$ cat src/ocdc_pkg.sv
// Purpose: shared constants and carriers of the debug controller.
// Assumes: one register index space shared by port and link.
// Notes: register offsets are word indices on the plain port.
package ocdc_pkg;

    // ****************************************************************
    // Sizes
    // ****************************************************************
    localparam int OCDC_AW = 6;
    localparam int OCDC_NIBP = 6;
    localparam int OCDC_NDBP = 2;
    localparam int OCDC_NBP = 8;
    localparam int OCDC_LINK_BITS = 39;
    localparam int OCDC_QDEPTH_DEF = 8;
    localparam int OCDC_SYNC_DEF = 64;

    // ****************************************************************
    // Register indices
    // ****************************************************************
    localparam logic [5:0] REG_CTRL = 6'h00;
    localparam logic [5:0] REG_STAT = 6'h01;
    localparam logic [5:0] REG_DINST = 6'h02;
    localparam logic [5:0] REG_BPCFG = 6'h03;
    localparam logic [5:0] REG_IBP0 = 6'h08;
    localparam logic [5:0] REG_DBPA0 = 6'h0e;
    localparam logic [5:0] REG_DBPV0 = 6'h10;

    // ****************************************************************
    // Field positions and reset values
    // ****************************************************************
    localparam int CB_MON = 0;
    localparam int CB_HALT = 1;
    localparam int CB_STEP = 2;
    localparam int CB_OVFH = 3;
    localparam int CB_PTR = 4;
    localparam int CB_DTR = 5;
    localparam int CB_DRD = 6;
    localparam int CB_DWR = 7;
    localparam int SB_DBG = 0;
    localparam int SB_FULL = 1;
    localparam int SB_OVF = 2;
    localparam int SB_HIT = 8;
    localparam int BC_EN = 0;
    localparam int BC_WATCH = 8;
    localparam int BC_RANGE = 16;
    localparam int BC_DVAL = 19;
    localparam int BC_TSTART = 21;
    localparam int BC_TSTOP = 22;
    localparam logic [31:0] OCDC_CTRL_RST = 32'h0000_00c0;

    // ****************************************************************
    // Message kinds and types
    // ****************************************************************
    localparam logic [3:0] MK_PROG = 4'h1;
    localparam logic [3:0] MK_PSYNC = 4'h2;
    localparam logic [3:0] MK_DATA = 4'h3;
    localparam logic [3:0] MK_DSYNC = 4'h4;
    localparam logic [3:0] MK_WATCH = 4'h5;
    localparam logic [3:0] MK_ERR = 4'h6;

    typedef enum logic [1:0] {FL_RUN, FL_DBG, FL_STEP} ocdc_flow_t;
    typedef struct packed {
        logic [3:0] kind;
        logic [31:0] val;
    } ocdc_msg_t;
    typedef struct packed {
        logic wr;
        logic rd;
        logic [5:0] addr;
        logic [31:0] wdata;
    } ocdc_req_t;
    typedef struct packed {
        logic valid;
        logic write;
        logic [31:0] addr;
        logic [31:0] data;
    } ocdc_dacc_t;
    typedef struct packed {
        logic valid;
        logic [31:0] target;
    } ocdc_cof_t;

endpackage

$ cat src/ocdc_ctrl.sv
// Purpose: debug flow control, comparators, trace and link access.
// Assumes: CPU gives one traced event per cycle at most.
// Notes: link pins are sampled; the link clock is not a domain.
//
// Functional notes
// - six comparators watch instruction fetch PC
// - two comparators watch CPU data accesses
// - any comparator may act as watchpoint
// - instruction comparator pairs combine into address range
// - halt command, breakpoint instruction, hardware match
// - compare address, optionally data value, report match
// - breakpoint enters debug, halting CPU outside monitor mode; watchpoint only reported
// - watchpoint starts or stops all trace
// - indexed registers read/written by link messages
// - CPU reaches registers through register port
// - trace and watch messages pass transmit queue
// - external mode feeds instruction register, halts empty
// - monitor mode ignores debug instruction register
// - single step: one fetch, then debug again
// - program trace only on changes of flow
// - ordered messages, addresses relative to previous
// - periodic sync messages carry absolute addresses
// - data trace selects reads, writes or both
// - overflow halts CPU or sends error, sync
`timescale 1ns/100ps
`default_nettype none
module ocdc_ctrl
    import ocdc_pkg::*;
#(
    parameter int DEPTH = OCDC_QDEPTH_DEF,
    parameter int SYNC_PERIOD = OCDC_SYNC_DEF
) (
    // Clock and reset
    input wire logic ref_clk_in,
    input wire logic sys_rst_in,
    // Register port from the CPU
    input wire ocdc_req_t reg_req_in,
    output logic [31:0] reg_rdata_out,
    // CPU activity
    input wire logic fetch_valid_in,
    input wire logic [31:0] fetch_pc_in,
    input wire ocdc_dacc_t dacc_in,
    input wire ocdc_cof_t cof_in,
    input wire logic bkpt_instr_in,
    input wire logic retd_in,
    input wire logic dinst_take_in,
    // CPU control
    output logic debug_mode_out,
    output logic monitor_mode_out,
    output logic cpu_halt_out,
    output logic dinst_valid_out,
    output logic [31:0] dinst_out,
    // Serial link pins
    input wire logic link_tck_in,
    input wire logic link_tdi_in,
    input wire logic link_sel_in,
    output logic link_tdo_out,
    // Auxiliary trace port
    output logic aux_valid_out,
    output ocdc_msg_t aux_data_out,
    input wire logic aux_ready_in
);

    // ****************************************************************
    // State
    // ****************************************************************
    localparam int PW = $clog2(DEPTH);
    localparam logic [PW:0] QFULL = (PW+1)'(DEPTH);
    localparam logic [15:0] SYNC_LAST = 16'(SYNC_PERIOD - 1);

    generate
        if (DEPTH < 4 || (DEPTH & (DEPTH - 1)) != 0 || SYNC_PERIOD < 2)
        begin : g_bad
            $error("ocdc_ctrl: DEPTH power of two >= 4, SYNC_PERIOD >= 2");
        end
    endgenerate

    typedef struct packed {
        ocdc_flow_t mode;
        logic [31:0] ctrl;
        logic [31:0] bpcfg;
        logic [OCDC_NBP-1:0] hits;
        logic ovf;
        logic [31:0] dinst;
        logic full;
        logic [OCDC_NIBP-1:0][31:0] ibp;
        logic [OCDC_NDBP-1:0][31:0] dbpa;
        logic [OCDC_NDBP-1:0][31:0] dbpv;
        logic [31:0] rdata;
        logic trace_on;
        logic err;
        logic psd;
        logic dsd;
        logic [15:0] sync_cnt;
        logic [31:0] last_p;
        logic [31:0] last_d;
        ocdc_msg_t [DEPTH-1:0] q;
        logic [PW:0] wp;
        logic [PW:0] rp;
        logic [2:0] tck;
        logic [1:0] tdi;
        logic [2:0] sel;
        logic [OCDC_LINK_BITS-1:0] lsh;
        logic [5:0] lcnt;
        logic [31:0] osh;
        logic tdo;
    } ocdc_st_t;

    ocdc_st_t s_q;
    ocdc_st_t s_d;

    // ****************************************************************
    // Register access helpers
    // ****************************************************************
    // Shared by port and link so both see one register map
    function automatic ocdc_st_t wr_reg(input ocdc_st_t st,
                                        input logic [5:0] a,
                                        input logic [31:0] d);
        ocdc_st_t r;
        r = st;
        case (a)
            REG_CTRL: begin
                r.ctrl = d;
                r.ctrl[CB_HALT] = 1'b0;
                r.ctrl[CB_STEP] = 1'b0;
            end
            REG_STAT: begin
                r.hits = st.hits & ~d[SB_HIT +: OCDC_NBP];
                if (d[SB_OVF]) begin
                    r.ovf = 1'b0;
                end
            end
            REG_DINST: begin
                r.dinst = d;
                r.full = 1'b1;
            end
            REG_BPCFG: r.bpcfg = d;
            default: begin
                if (a >= REG_IBP0 && a < REG_DBPA0) begin
                    r.ibp[3'(a - REG_IBP0)] = d;
                end else if (a >= REG_DBPA0 && a < REG_DBPV0) begin
                    r.dbpa[1'(a - REG_DBPA0)] = d;
                end else if (a >= REG_DBPV0 && a < REG_DBPV0 + 6'h02) begin
                    r.dbpv[1'(a - REG_DBPV0)] = d;
                end
            end
        endcase
        return r;
    endfunction

    // Unmapped indices read as zero
    function automatic logic [31:0] rd_reg(input ocdc_st_t st,
                                           input logic [5:0] a);
        logic [31:0] v;
        v = '0;
        case (a)
            REG_CTRL: v = st.ctrl;
            REG_STAT: begin
                v[SB_DBG] = (st.mode == FL_DBG);
                v[SB_FULL] = st.full;
                v[SB_OVF] = st.ovf;
                v[SB_HIT +: OCDC_NBP] = st.hits;
            end
            REG_DINST: v = st.dinst;
            REG_BPCFG: v = st.bpcfg;
            default: begin
                if (a >= REG_IBP0 && a < REG_DBPA0) begin
                    v = st.ibp[3'(a - REG_IBP0)];
                end else if (a >= REG_DBPA0 && a < REG_DBPV0) begin
                    v = st.dbpa[1'(a - REG_DBPA0)];
                end else if (a >= REG_DBPV0 && a < REG_DBPV0 + 6'h02) begin
                    v = st.dbpv[1'(a - REG_DBPV0)];
                end
            end
        endcase
        return v;
    endfunction

    // ****************************************************************
    // Next state
    // ****************************************************************
    logic l_exec;
    logic l_wr;
    logic halt_cmd;
    logic step_cmd;
    logic [OCDC_NBP-1:0] hit;
    logic [OCDC_NBP-1:0] watch;
    logic [OCDC_NBP-1:0] brk;
    logic [PW:0] cnt;
    logic space;
    logic want_p;
    logic want_d;
    logic push;
    logic lost;
    ocdc_msg_t m;

    always_comb begin
        s_d = s_q;
        // Link pin synchronisers; stage 0 feeds stage 1 only
        s_d.tck = {s_q.tck[1:0], link_tck_in};
        s_d.sel = {s_q.sel[1:0], link_sel_in};
        s_d.tdi = {s_q.tdi[0], link_tdi_in};
        // Frame: write flag, 6-bit index, 32 data bits, LSB first
        l_exec = s_q.sel[2] && !s_q.sel[1]
                 && s_q.lcnt == 6'(OCDC_LINK_BITS);
        l_wr = l_exec && s_q.lsh[0];
        if (s_q.sel[1] && s_q.tck[1] && !s_q.tck[2]) begin
            s_d.lsh = {s_q.tdi[1], s_q.lsh[OCDC_LINK_BITS-1:1]};
            if (s_q.lcnt != 6'h3f) begin
                s_d.lcnt = s_q.lcnt + 6'h01;
            end
        end
        if (s_q.sel[1] && !s_q.tck[1] && s_q.tck[2]) begin
            s_d.tdo = s_q.osh[0];
            s_d.osh = {1'b0, s_q.osh[31:1]};
        end
        if (s_q.sel[1] != s_q.sel[2]) begin
            s_d.lcnt = '0;
        end
        // Read answer goes out in the next frame
        if (l_exec && !s_q.lsh[0]) begin
            s_d.osh = rd_reg(s_q, s_q.lsh[6:1]);
        end

        // Instruction taken empties the slot; a new write refills it
        if (dinst_take_in) begin
            s_d.full = 1'b0;
        end
        if (reg_req_in.wr) begin
            s_d = wr_reg(s_d, reg_req_in.addr, reg_req_in.wdata);
        end
        if (l_wr) begin
            s_d = wr_reg(s_d, s_q.lsh[6:1], s_q.lsh[38:7]);
        end
        s_d.rdata = reg_req_in.rd ? rd_reg(s_q, reg_req_in.addr) : '0;
        halt_cmd = (reg_req_in.wr && reg_req_in.addr == REG_CTRL
                    && reg_req_in.wdata[CB_HALT])
                   || (l_wr && s_q.lsh[6:1] == REG_CTRL
                       && s_q.lsh[7 + CB_HALT]);
        step_cmd = (reg_req_in.wr && reg_req_in.addr == REG_CTRL
                    && reg_req_in.wdata[CB_STEP])
                   || (l_wr && s_q.lsh[6:1] == REG_CTRL
                       && s_q.lsh[7 + CB_STEP]);

        // Comparators; debug code itself is never matched
        hit = '0;
        for (int i = 0; i < OCDC_NIBP; i++) begin
            hit[i] = fetch_valid_in && fetch_pc_in == s_q.ibp[i];
        end
        for (int k = 0; k < OCDC_NIBP / 2; k++) begin
            if (s_q.bpcfg[BC_RANGE + k]) begin
                hit[2*k] = fetch_valid_in && fetch_pc_in >= s_q.ibp[2*k]
                           && fetch_pc_in <= s_q.ibp[2*k+1];
                hit[2*k+1] = 1'b0;
            end
        end
        for (int j = 0; j < OCDC_NDBP; j++) begin
            hit[OCDC_NIBP+j] = dacc_in.valid
                && dacc_in.addr == s_q.dbpa[j]
                && (!s_q.bpcfg[BC_DVAL + j]
                    || dacc_in.data == s_q.dbpv[j]);
        end
        hit = hit & s_q.bpcfg[BC_EN +: OCDC_NBP]
              & {OCDC_NBP{s_q.mode != FL_DBG}};
        watch = hit & s_q.bpcfg[BC_WATCH +: OCDC_NBP];
        brk = hit & ~s_q.bpcfg[BC_WATCH +: OCDC_NBP];
        s_d.hits = s_d.hits | hit;

        // Flow control; a step command wins over a same-cycle return
        case (s_q.mode)
            FL_RUN: begin
                if (halt_cmd || bkpt_instr_in || |brk) begin
                    s_d.mode = FL_DBG;
                end
            end
            FL_DBG: begin
                if (step_cmd) begin
                    s_d.mode = FL_STEP;
                end else if (retd_in) begin
                    s_d.mode = FL_RUN;
                end
            end
            FL_STEP: begin
                if (fetch_valid_in || |brk || halt_cmd) begin
                    s_d.mode = FL_DBG;
                end
            end
            default: s_d.mode = FL_RUN;
        endcase

        // Trace triggers; stop wins over start
        if (|watch && s_q.bpcfg[BC_TSTART]) begin
            s_d.trace_on = 1'b1;
        end
        if (|watch && s_q.bpcfg[BC_TSTOP]) begin
            s_d.trace_on = 1'b0;
        end

        // Queue and message selection, one message per cycle
        cnt = s_q.wp - s_q.rp;
        space = cnt != QFULL;
        if (aux_ready_in && cnt != '0) begin
            s_d.rp = s_q.rp + 1'b1;
        end
        want_p = cof_in.valid && s_q.ctrl[CB_PTR] && s_q.trace_on;
        want_d = dacc_in.valid && s_q.ctrl[CB_DTR] && s_q.trace_on
                 && (dacc_in.write ? s_q.ctrl[CB_DWR]
                                   : s_q.ctrl[CB_DRD]);
        m = '0;
        push = 1'b0;
        lost = 1'b0;
        if (s_q.err) begin
            m.kind = MK_ERR;
            push = 1'b1;
            lost = |watch || want_p || want_d;
        end else if (|watch) begin
            m.kind = MK_WATCH;
            m.val = 32'(watch);
            push = 1'b1;
            lost = want_p || want_d;
        end else if (want_p) begin
            m.kind = s_q.psd ? MK_PSYNC : MK_PROG;
            m.val = s_q.psd ? cof_in.target
                            : cof_in.target - s_q.last_p;
            push = 1'b1;
            lost = want_d;
        end else if (want_d) begin
            m.kind = s_q.dsd ? MK_DSYNC : MK_DATA;
            m.val = s_q.dsd ? dacc_in.addr
                            : dacc_in.addr - s_q.last_d;
            push = 1'b1;
        end
        if (push && !space) begin
            push = 1'b0;
            lost = !s_q.err;
        end
        if (push) begin
            s_d.q[s_q.wp[PW-1:0]] = m;
            s_d.wp = s_q.wp + 1'b1;
            if (m.kind == MK_ERR) begin
                s_d.err = 1'b0;
                s_d.psd = 1'b1;
                s_d.dsd = 1'b1;
            end else if (m.kind != MK_WATCH) begin
                if (m.kind == MK_PROG || m.kind == MK_PSYNC) begin
                    s_d.last_p = cof_in.target;
                    s_d.psd = 1'b0;
                end else begin
                    s_d.last_d = dacc_in.addr;
                    s_d.dsd = 1'b0;
                end
                if (s_q.sync_cnt == SYNC_LAST) begin
                    s_d.sync_cnt = '0;
                    s_d.psd = 1'b1;
                    s_d.dsd = 1'b1;
                end else begin
                    s_d.sync_cnt = s_q.sync_cnt + 16'h0001;
                end
            end
        end
        // Lost message: flag it, and report unless halting instead
        if (lost) begin
            s_d.ovf = 1'b1;
            s_d.err = !s_q.ctrl[CB_OVFH];
        end
    end

    // Whole state registered at once
    always_ff @(posedge ref_clk_in) begin
        if (sys_rst_in) begin
            s_q <= '0;
            s_q.mode <= FL_RUN;
            s_q.ctrl <= OCDC_CTRL_RST;
            s_q.trace_on <= 1'b1;
            s_q.psd <= 1'b1;
            s_q.dsd <= 1'b1;
        end else begin
            s_q <= s_d;
        end
    end

    // ****************************************************************
    // Outputs
    // ****************************************************************
    // Halt one slot early so the last event still fits
    assign cpu_halt_out = (s_q.mode == FL_DBG && !s_q.ctrl[CB_MON]
                           && !s_q.full)
                          || (s_q.ctrl[CB_OVFH]
                              && cnt >= QFULL - 1'b1);
    assign dinst_valid_out = s_q.mode == FL_DBG && !s_q.ctrl[CB_MON]
                             && s_q.full;
    assign dinst_out = s_q.dinst;
    assign debug_mode_out = s_q.mode == FL_DBG;
    assign monitor_mode_out = s_q.ctrl[CB_MON];
    assign reg_rdata_out = s_q.rdata;
    assign link_tdo_out = s_q.tdo;
    assign aux_valid_out = cnt != '0;
    assign aux_data_out = s_q.q[s_q.rp[PW-1:0]];
endmodule // ocdc_ctrl
`default_nettype wire

$ cat config.mk
export PLATFORM = sky130hd
export DESIGN_NAME = ocdc_ctrl
export DESIGN_NICKNAME = d
export VERILOG_FILES = /design/src/ocdc_pkg.sv /design/src/ocdc_ctrl.sv
export SDC_FILE = /design/constraint.sdc
export NUM_CORES = 2
export LEC_CHECK = 0
export BUFFER_PORTS_ARGS = -buffer_cell sky130_fd_sc_hd__buf_2
export CAP_MARGIN = 10
export CORE_MARGIN = 5
export CORE_UTILIZATION = 55
export CTS_CLUSTER_DIAMETER = 50
export DETAILED_ROUTE_END_ITERATION = 10
export PLACE_DENSITY = 0.73
export RECOVER_POWER = 25
export SLEW_MARGIN = 40
export SYNTH_ARGS = -nofsm -noshare
export SYNTH_HDL_FRONTEND = slang
export SYNTH_SLANG_ARGS = --single-unit
$ cat constraint.sdc
create_clock -name ref_clk_in -period 4.9 [get_ports ref_clk_in]
set_input_delay 0.49 -clock ref_clk_in [delete_from_list [all_inputs] [get_ports ref_clk_in]]
set_output_delay 0.49 -clock ref_clk_in [all_outputs]
set_load 0.005 [all_outputs]
==> impl_metrics.sql <==
INSERT INTO impl_metrics (metric_group, metric, value, unit) VALUES
('clocking', 'tritoncts', 'done', ''),
('drt', 'detail_route.drc_violations', '0', ''),
('placed_design', 'pre_cts_slack', '-0.319', 'ns'),
('pwr', 'power_leakage', '25.4', 'nW'),
('clocking', 'clock_tree.buffer_depth', '3', ''),
('synth', 'synth.net_count', '7340', ''),
('synth', 'yosys.cell_types.count', '93', ''),
('layout', 'synthToLayoutAreaGrowth', '11.6', '%'),
('synth', 'synth_top_cells_by_area', 'sky130_fd_sc_hd__dfxtp_1 (33%), sky130_fd_sc_hd__mux2i_1 (11%), sky130_fd_sc_hd__ha_1 (5.8%)', ''),
('pwr', 'power.total', '18.2', 'mW'),
('global_route', 'track_usage', '39.9', '%'),
('placed_design', 'gpl.final_weighted_congestion', '1.08', ''),
('floorplan', 'rows', '117', ''),
('sta', 'clock_skew', '0.0408', 'ns'),
('synth', 'avgSynthCellArea', '8.18', 'µm²'),
('synth', 'synth_top_flop_cell', 'sky130_fd_sc_hd__dfxtp_1', ''),
('global_route', 'number_of_global_route_vias_before_repair', '51400', ''),
('synth', 'ys_seq_area_share', '32.6', '%'),
('clocking', 'htree_num_levels', '3', ''),
('worst_setup_path', 'worstRegToRegCells', '16', ''),
('clocking', 'clkSlewWorstSetupHoldPaths', '0.06', 'ns'),
('placed_design', 'buffer_ports.inserted', '285', ''),
('worst_setup_path', 'crit_chain', 'clkbuf_1 > clkbuf_1 > inv_1 > nor2_1 > clkbuf_1 > a22o_1 > nand2_1 > nand3_1 > nand2_1 > a31oi_1', ''),
('layout', 'number_of_nets_in_the_layout', '7277', ''),
('layout', 'multiInputGateArea', '34500', 'µm²'),
('layout', 'ff_latch_area', '18400', 'µm²'),
('drt', 'avg_vias_per_cell', '6.78', ''),
('synth', 'postSynthCellCount', '6894', ''),
('drt', 'route.top_layer_used', 'met5', ''),
('drt', 'wl_per_cell', '27.5', 'µm'),
('floorplan', 'coreArea', '102000', 'µm²'),
('run_status', 'failed_checks', 'capacitance limit, slew limit', ''),
('sta', 'hold_viol', '0', ''),
('placed_design', 'place_hpwl', '159000', 'µm'),
('drt', 'routed_wirelength', '228000', 'µm'),
('clocking', 'cts_setup_buffers', '0', ''),
('synth', 'synth_area_leader_cell', 'sky130_fd_sc_hd__dfxtp_1', ''),
('sta', 'max_clock_freq', '0.205', 'GHz'),
('sta', 'slew_hr', '-81.0', '%'),
('worst_setup_path', 'crit_path_frequent_cell', 'sky130_fd_sc_hd__clkbuf_1', ''),
('synth', 'ys_warn_count', '0', ''),
('worst_setup_path', 'critical-path-max-stage-delay', '1.12', 'ns'),
('global_route', 'grt_max_degree', '149', ''),
('run_status', 'status', 'finished with violations', ''),
('worst_setup_path', 'timing.setup.critical_path_class', 'in -> reg', ''),
('synth', 'yosys_register_bits', '918', ''),
('floorplan', 'start_util', '55.4', '%'),
('global_route', 'grt_pass1_wl', '333000', 'µm'),
('pwr', 'worst_vdd_rail_ir_drop', '0.287', 'mV'),
('worst_setup_path', 'required', '5.46', 'ns'),
('job', 'max-cap-violations', '8', ''),
('floorplan', 'die_area', '109000', 'µm²'),
('sta', 'timing.hold.ws', '0.0689', 'ns'),
('floorplan', 'io_pins', '287', ''),
('floorplan', 'die_span_y', '330', 'µm'),
('sta', 'post-route-period-util', '99.4', '%'),
('sta', 'timing.final.max_slew_violations', '536', ''),
('drt', 'vias', '56300', ''),
('synth', 'synth_top_cell_area_share', '32.6', '%'),
('worst_hold_path', 'worstHoldPathCells', '3', ''),
('pwr', 'power.density', '289', 'nW/µm²'),
('worst_setup_path', 'worstSetupPathDepth', '10', ''),
('clocking', 'cts_num_sinks', '918', ''),
('synth', 'synthArstFlopShare', '0', '%'),
('worst_setup_path', 'timing.critical_path.slowest_stage_cell', 'sky130_fd_sc_hd__clkbuf_1', ''),
('clocking', 'tritoncts.num_buffers', '116', ''),
('drt', 'drt_iter0_markers', '9147', ''),
('sta', 'tns', '0', 'ns'),
('drt', 'met2WireLength', '90900', 'µm'),
('floorplan', 'fp.dieW', '330', 'µm'),
('drt', 'detailedRoute.firstPassIterationCount', '8', '');
==> stage by stage <==
step	utilization, %	std cells	instance area, µm²
finish	61.8	8304	62900
global route	61.8	8299	62900
CTS	61.9	8295	63000
detailed placement	58.0	8079	59000
global placement	57.8	8075	58900
floorplan	-	6894	56400
==> area by class of cell <==
| type | count | area share [%] |
|---|---|---|
| multi-input cells | 5039 | 54.8 |
| flip-flops and latches | 918 | 29.3 |
| repair buffers | 463 | 5.04 |
| clock buffers | 141 | 4.98 |
| well taps | 1368 | 2.72 |
| inverters | 293 | 1.75 |
| clock inverters | 75 | 1.37 |
| diodes | 7 | 0.0278 |
==> report_power, final <==
group          total [mW]  internal, mW  switching, mW
Sequential           7.52          7.49         0.0290
Combinational        1.79         0.603           1.19
Clock                8.90          5.20           3.71
Total                18.2          13.3           4.92
==> worst reg2reg max path, cell delays in order (launching register included) <==
cell and delay [ns]:
sky130_fd_sc_hd__dfxtp_1 0.41, sky130_fd_sc_hd__inv_1 0.08, sky130_fd_sc_hd__ha_1 0.29, sky130_fd_sc_hd__and4_1 0.24
sky130_fd_sc_hd__nand4_1 0.30, sky130_fd_sc_hd__a21oi_1 0.59, sky130_fd_sc_hd__o31ai_1 0.18, sky130_fd_sc_hd__a211oi_1 0.39
sky130_fd_sc_hd__nor4b_2 0.09, sky130_fd_sc_hd__buf_4 0.18, sky130_fd_sc_hd__nor4_4 0.33, sky130_fd_sc_hd__nand3b_2 0.26
sky130_fd_sc_hd__buf_12 0.25, sky130_fd_sc_hd__nor2_4 0.34, sky130_fd_sc_hd__o2111ai_1 0.31, sky130_fd_sc_hd__buf_12 0.24
sky130_fd_sc_hd__o21ai_0 0.17
==> placed cells by master (no fill, tap or decap), types with 22 or more instances in the layout <==
cell / n
sky130_fd_sc_hd__dfxtp_1: 900
sky130_fd_sc_hd__nand2_1: 835
sky130_fd_sc_hd__nor2_1: 707
sky130_fd_sc_hd__mux2i_1: 596
sky130_fd_sc_hd__a21oi_1: 456
sky130_fd_sc_hd__a211oi_1: 433
sky130_fd_sc_hd__o21ai_0: 303
sky130_fd_sc_hd__inv_1: 292
sky130_fd_sc_hd__ha_1: 262
sky130_fd_sc_hd__buf_2: 241
sky130_fd_sc_hd__a22oi_1: 129
sky130_fd_sc_hd__buf_4: 127
sky130_fd_sc_hd__clkbuf_16: 118
sky130_fd_sc_hd__xor2_1: 99
sky130_fd_sc_hd__nand3b_1: 94
sky130_fd_sc_hd__xnor2_1: 87
sky130_fd_sc_hd__nand3_1: 85
sky130_fd_sc_hd__mux4_2: 83
sky130_fd_sc_hd__a21o_1: 67
sky130_fd_sc_hd__nor3_1: 64
sky130_fd_sc_hd__a221oi_1: 64
sky130_fd_sc_hd__nand4_1: 63
sky130_fd_sc_hd__clkbuf_1: 62
sky130_fd_sc_hd__a311oi_1: 45
sky130_fd_sc_hd__nor2b_1: 37
sky130_fd_sc_hd__o211ai_1: 35
sky130_fd_sc_hd__buf_12: 35
sky130_fd_sc_hd__a31oi_1: 32
sky130_fd_sc_hd__nor4_1: 30
sky130_fd_sc_hd__mux2_2: 26
sky130_fd_sc_hd__nand2b_1: 25
sky130_fd_sc_hd__nor3b_1: 25
sky130_fd_sc_hd__and3_1: 24
sky130_fd_sc_hd__o22ai_1: 23
sky130_fd_sc_hd__o221ai_1: 23
sky130_fd_sc_hd__a221o_1: 22
==> flip-flops by register name, summed over array words and instances (netlist names) <==
| name | cells |
|---|---|
| reg_rdata_out | 32 |
| dinst_out | 32 |
| s_q | 852 |
| link_tdo_out | 1 |
| monitor_mode_out | 1 |
==> kinds of logic after synthesis <==
group | count (synthesis) | synth area share [%]
buffers and inverters | 937 | 6.75
flip-flops | 918 | 32.6
AND/OR/NAND/NOR | 2111 | 16.7
multiplexers | 705 | 14.4
AO/OA/AOI/OAI | 1771 | 20.7
other | 1 | 0.00665
adder cells (fa/ha/maj) | 265 | 5.92
XOR/XNOR | 186 | 2.89
==> cells in the mapped netlist (25+ instances only) <==
master                     count
sky130_fd_sc_hd__a211oi_1    434
sky130_fd_sc_hd__a21o_1       67
sky130_fd_sc_hd__a21oi_1     460
sky130_fd_sc_hd__a221oi_1     65
sky130_fd_sc_hd__a22oi_1     129
sky130_fd_sc_hd__a311oi_1     45
sky130_fd_sc_hd__a31oi_1      32
sky130_fd_sc_hd__and3_1       25
sky130_fd_sc_hd__buf_1        74
sky130_fd_sc_hd__buf_4        67
sky130_fd_sc_hd__clkbuf_1    484
sky130_fd_sc_hd__dfxtp_1     918
sky130_fd_sc_hd__ha_1        262
sky130_fd_sc_hd__inv_1       292
sky130_fd_sc_hd__mux2_2       26
sky130_fd_sc_hd__mux2i_1     596
sky130_fd_sc_hd__mux4_2       83
sky130_fd_sc_hd__nand2_1     842
sky130_fd_sc_hd__nand2b_1     28
sky130_fd_sc_hd__nand3_1      93
sky130_fd_sc_hd__nand3b_1     94
sky130_fd_sc_hd__nand4_1      63
sky130_fd_sc_hd__nor2_1      712
sky130_fd_sc_hd__nor2b_1      38
sky130_fd_sc_hd__nor3_1       69
sky130_fd_sc_hd__nor3b_1      29
sky130_fd_sc_hd__nor4_1       33
sky130_fd_sc_hd__o211ai_1     35
sky130_fd_sc_hd__o21ai_0     312
sky130_fd_sc_hd__xnor2_1      87
sky130_fd_sc_hd__xor2_1       99
==> path summary, 6_finish.rpt <==
check        slack [ns]                 to           start
max reg2reg        0.15           s_q[160]        s_q[801]
min reg2reg        0.43            s_q[77]         s_q[82]
min                0.07           s_q[439]      cof_in[25]
max                0.03  reg_rdata_out[13]  reg_req_in[34]
==> per-layer routing <==
metal,track usage (%),vias up
li1,-,24600
met1,54.5,26600
met2,56.1,4199
met3,14.1,872
met4,19.3,16
met5,0,-
==> repair_timing <==
action | in CTS | in global routing
hold buffers | 0 | 0
setup endpoints to repair | 3 | 26
cloned | 0 | 0
gates resized for setup | 1 | 1
pin swaps | 0 | 0
Note: power is estimated with default switching activity, not from simulation.
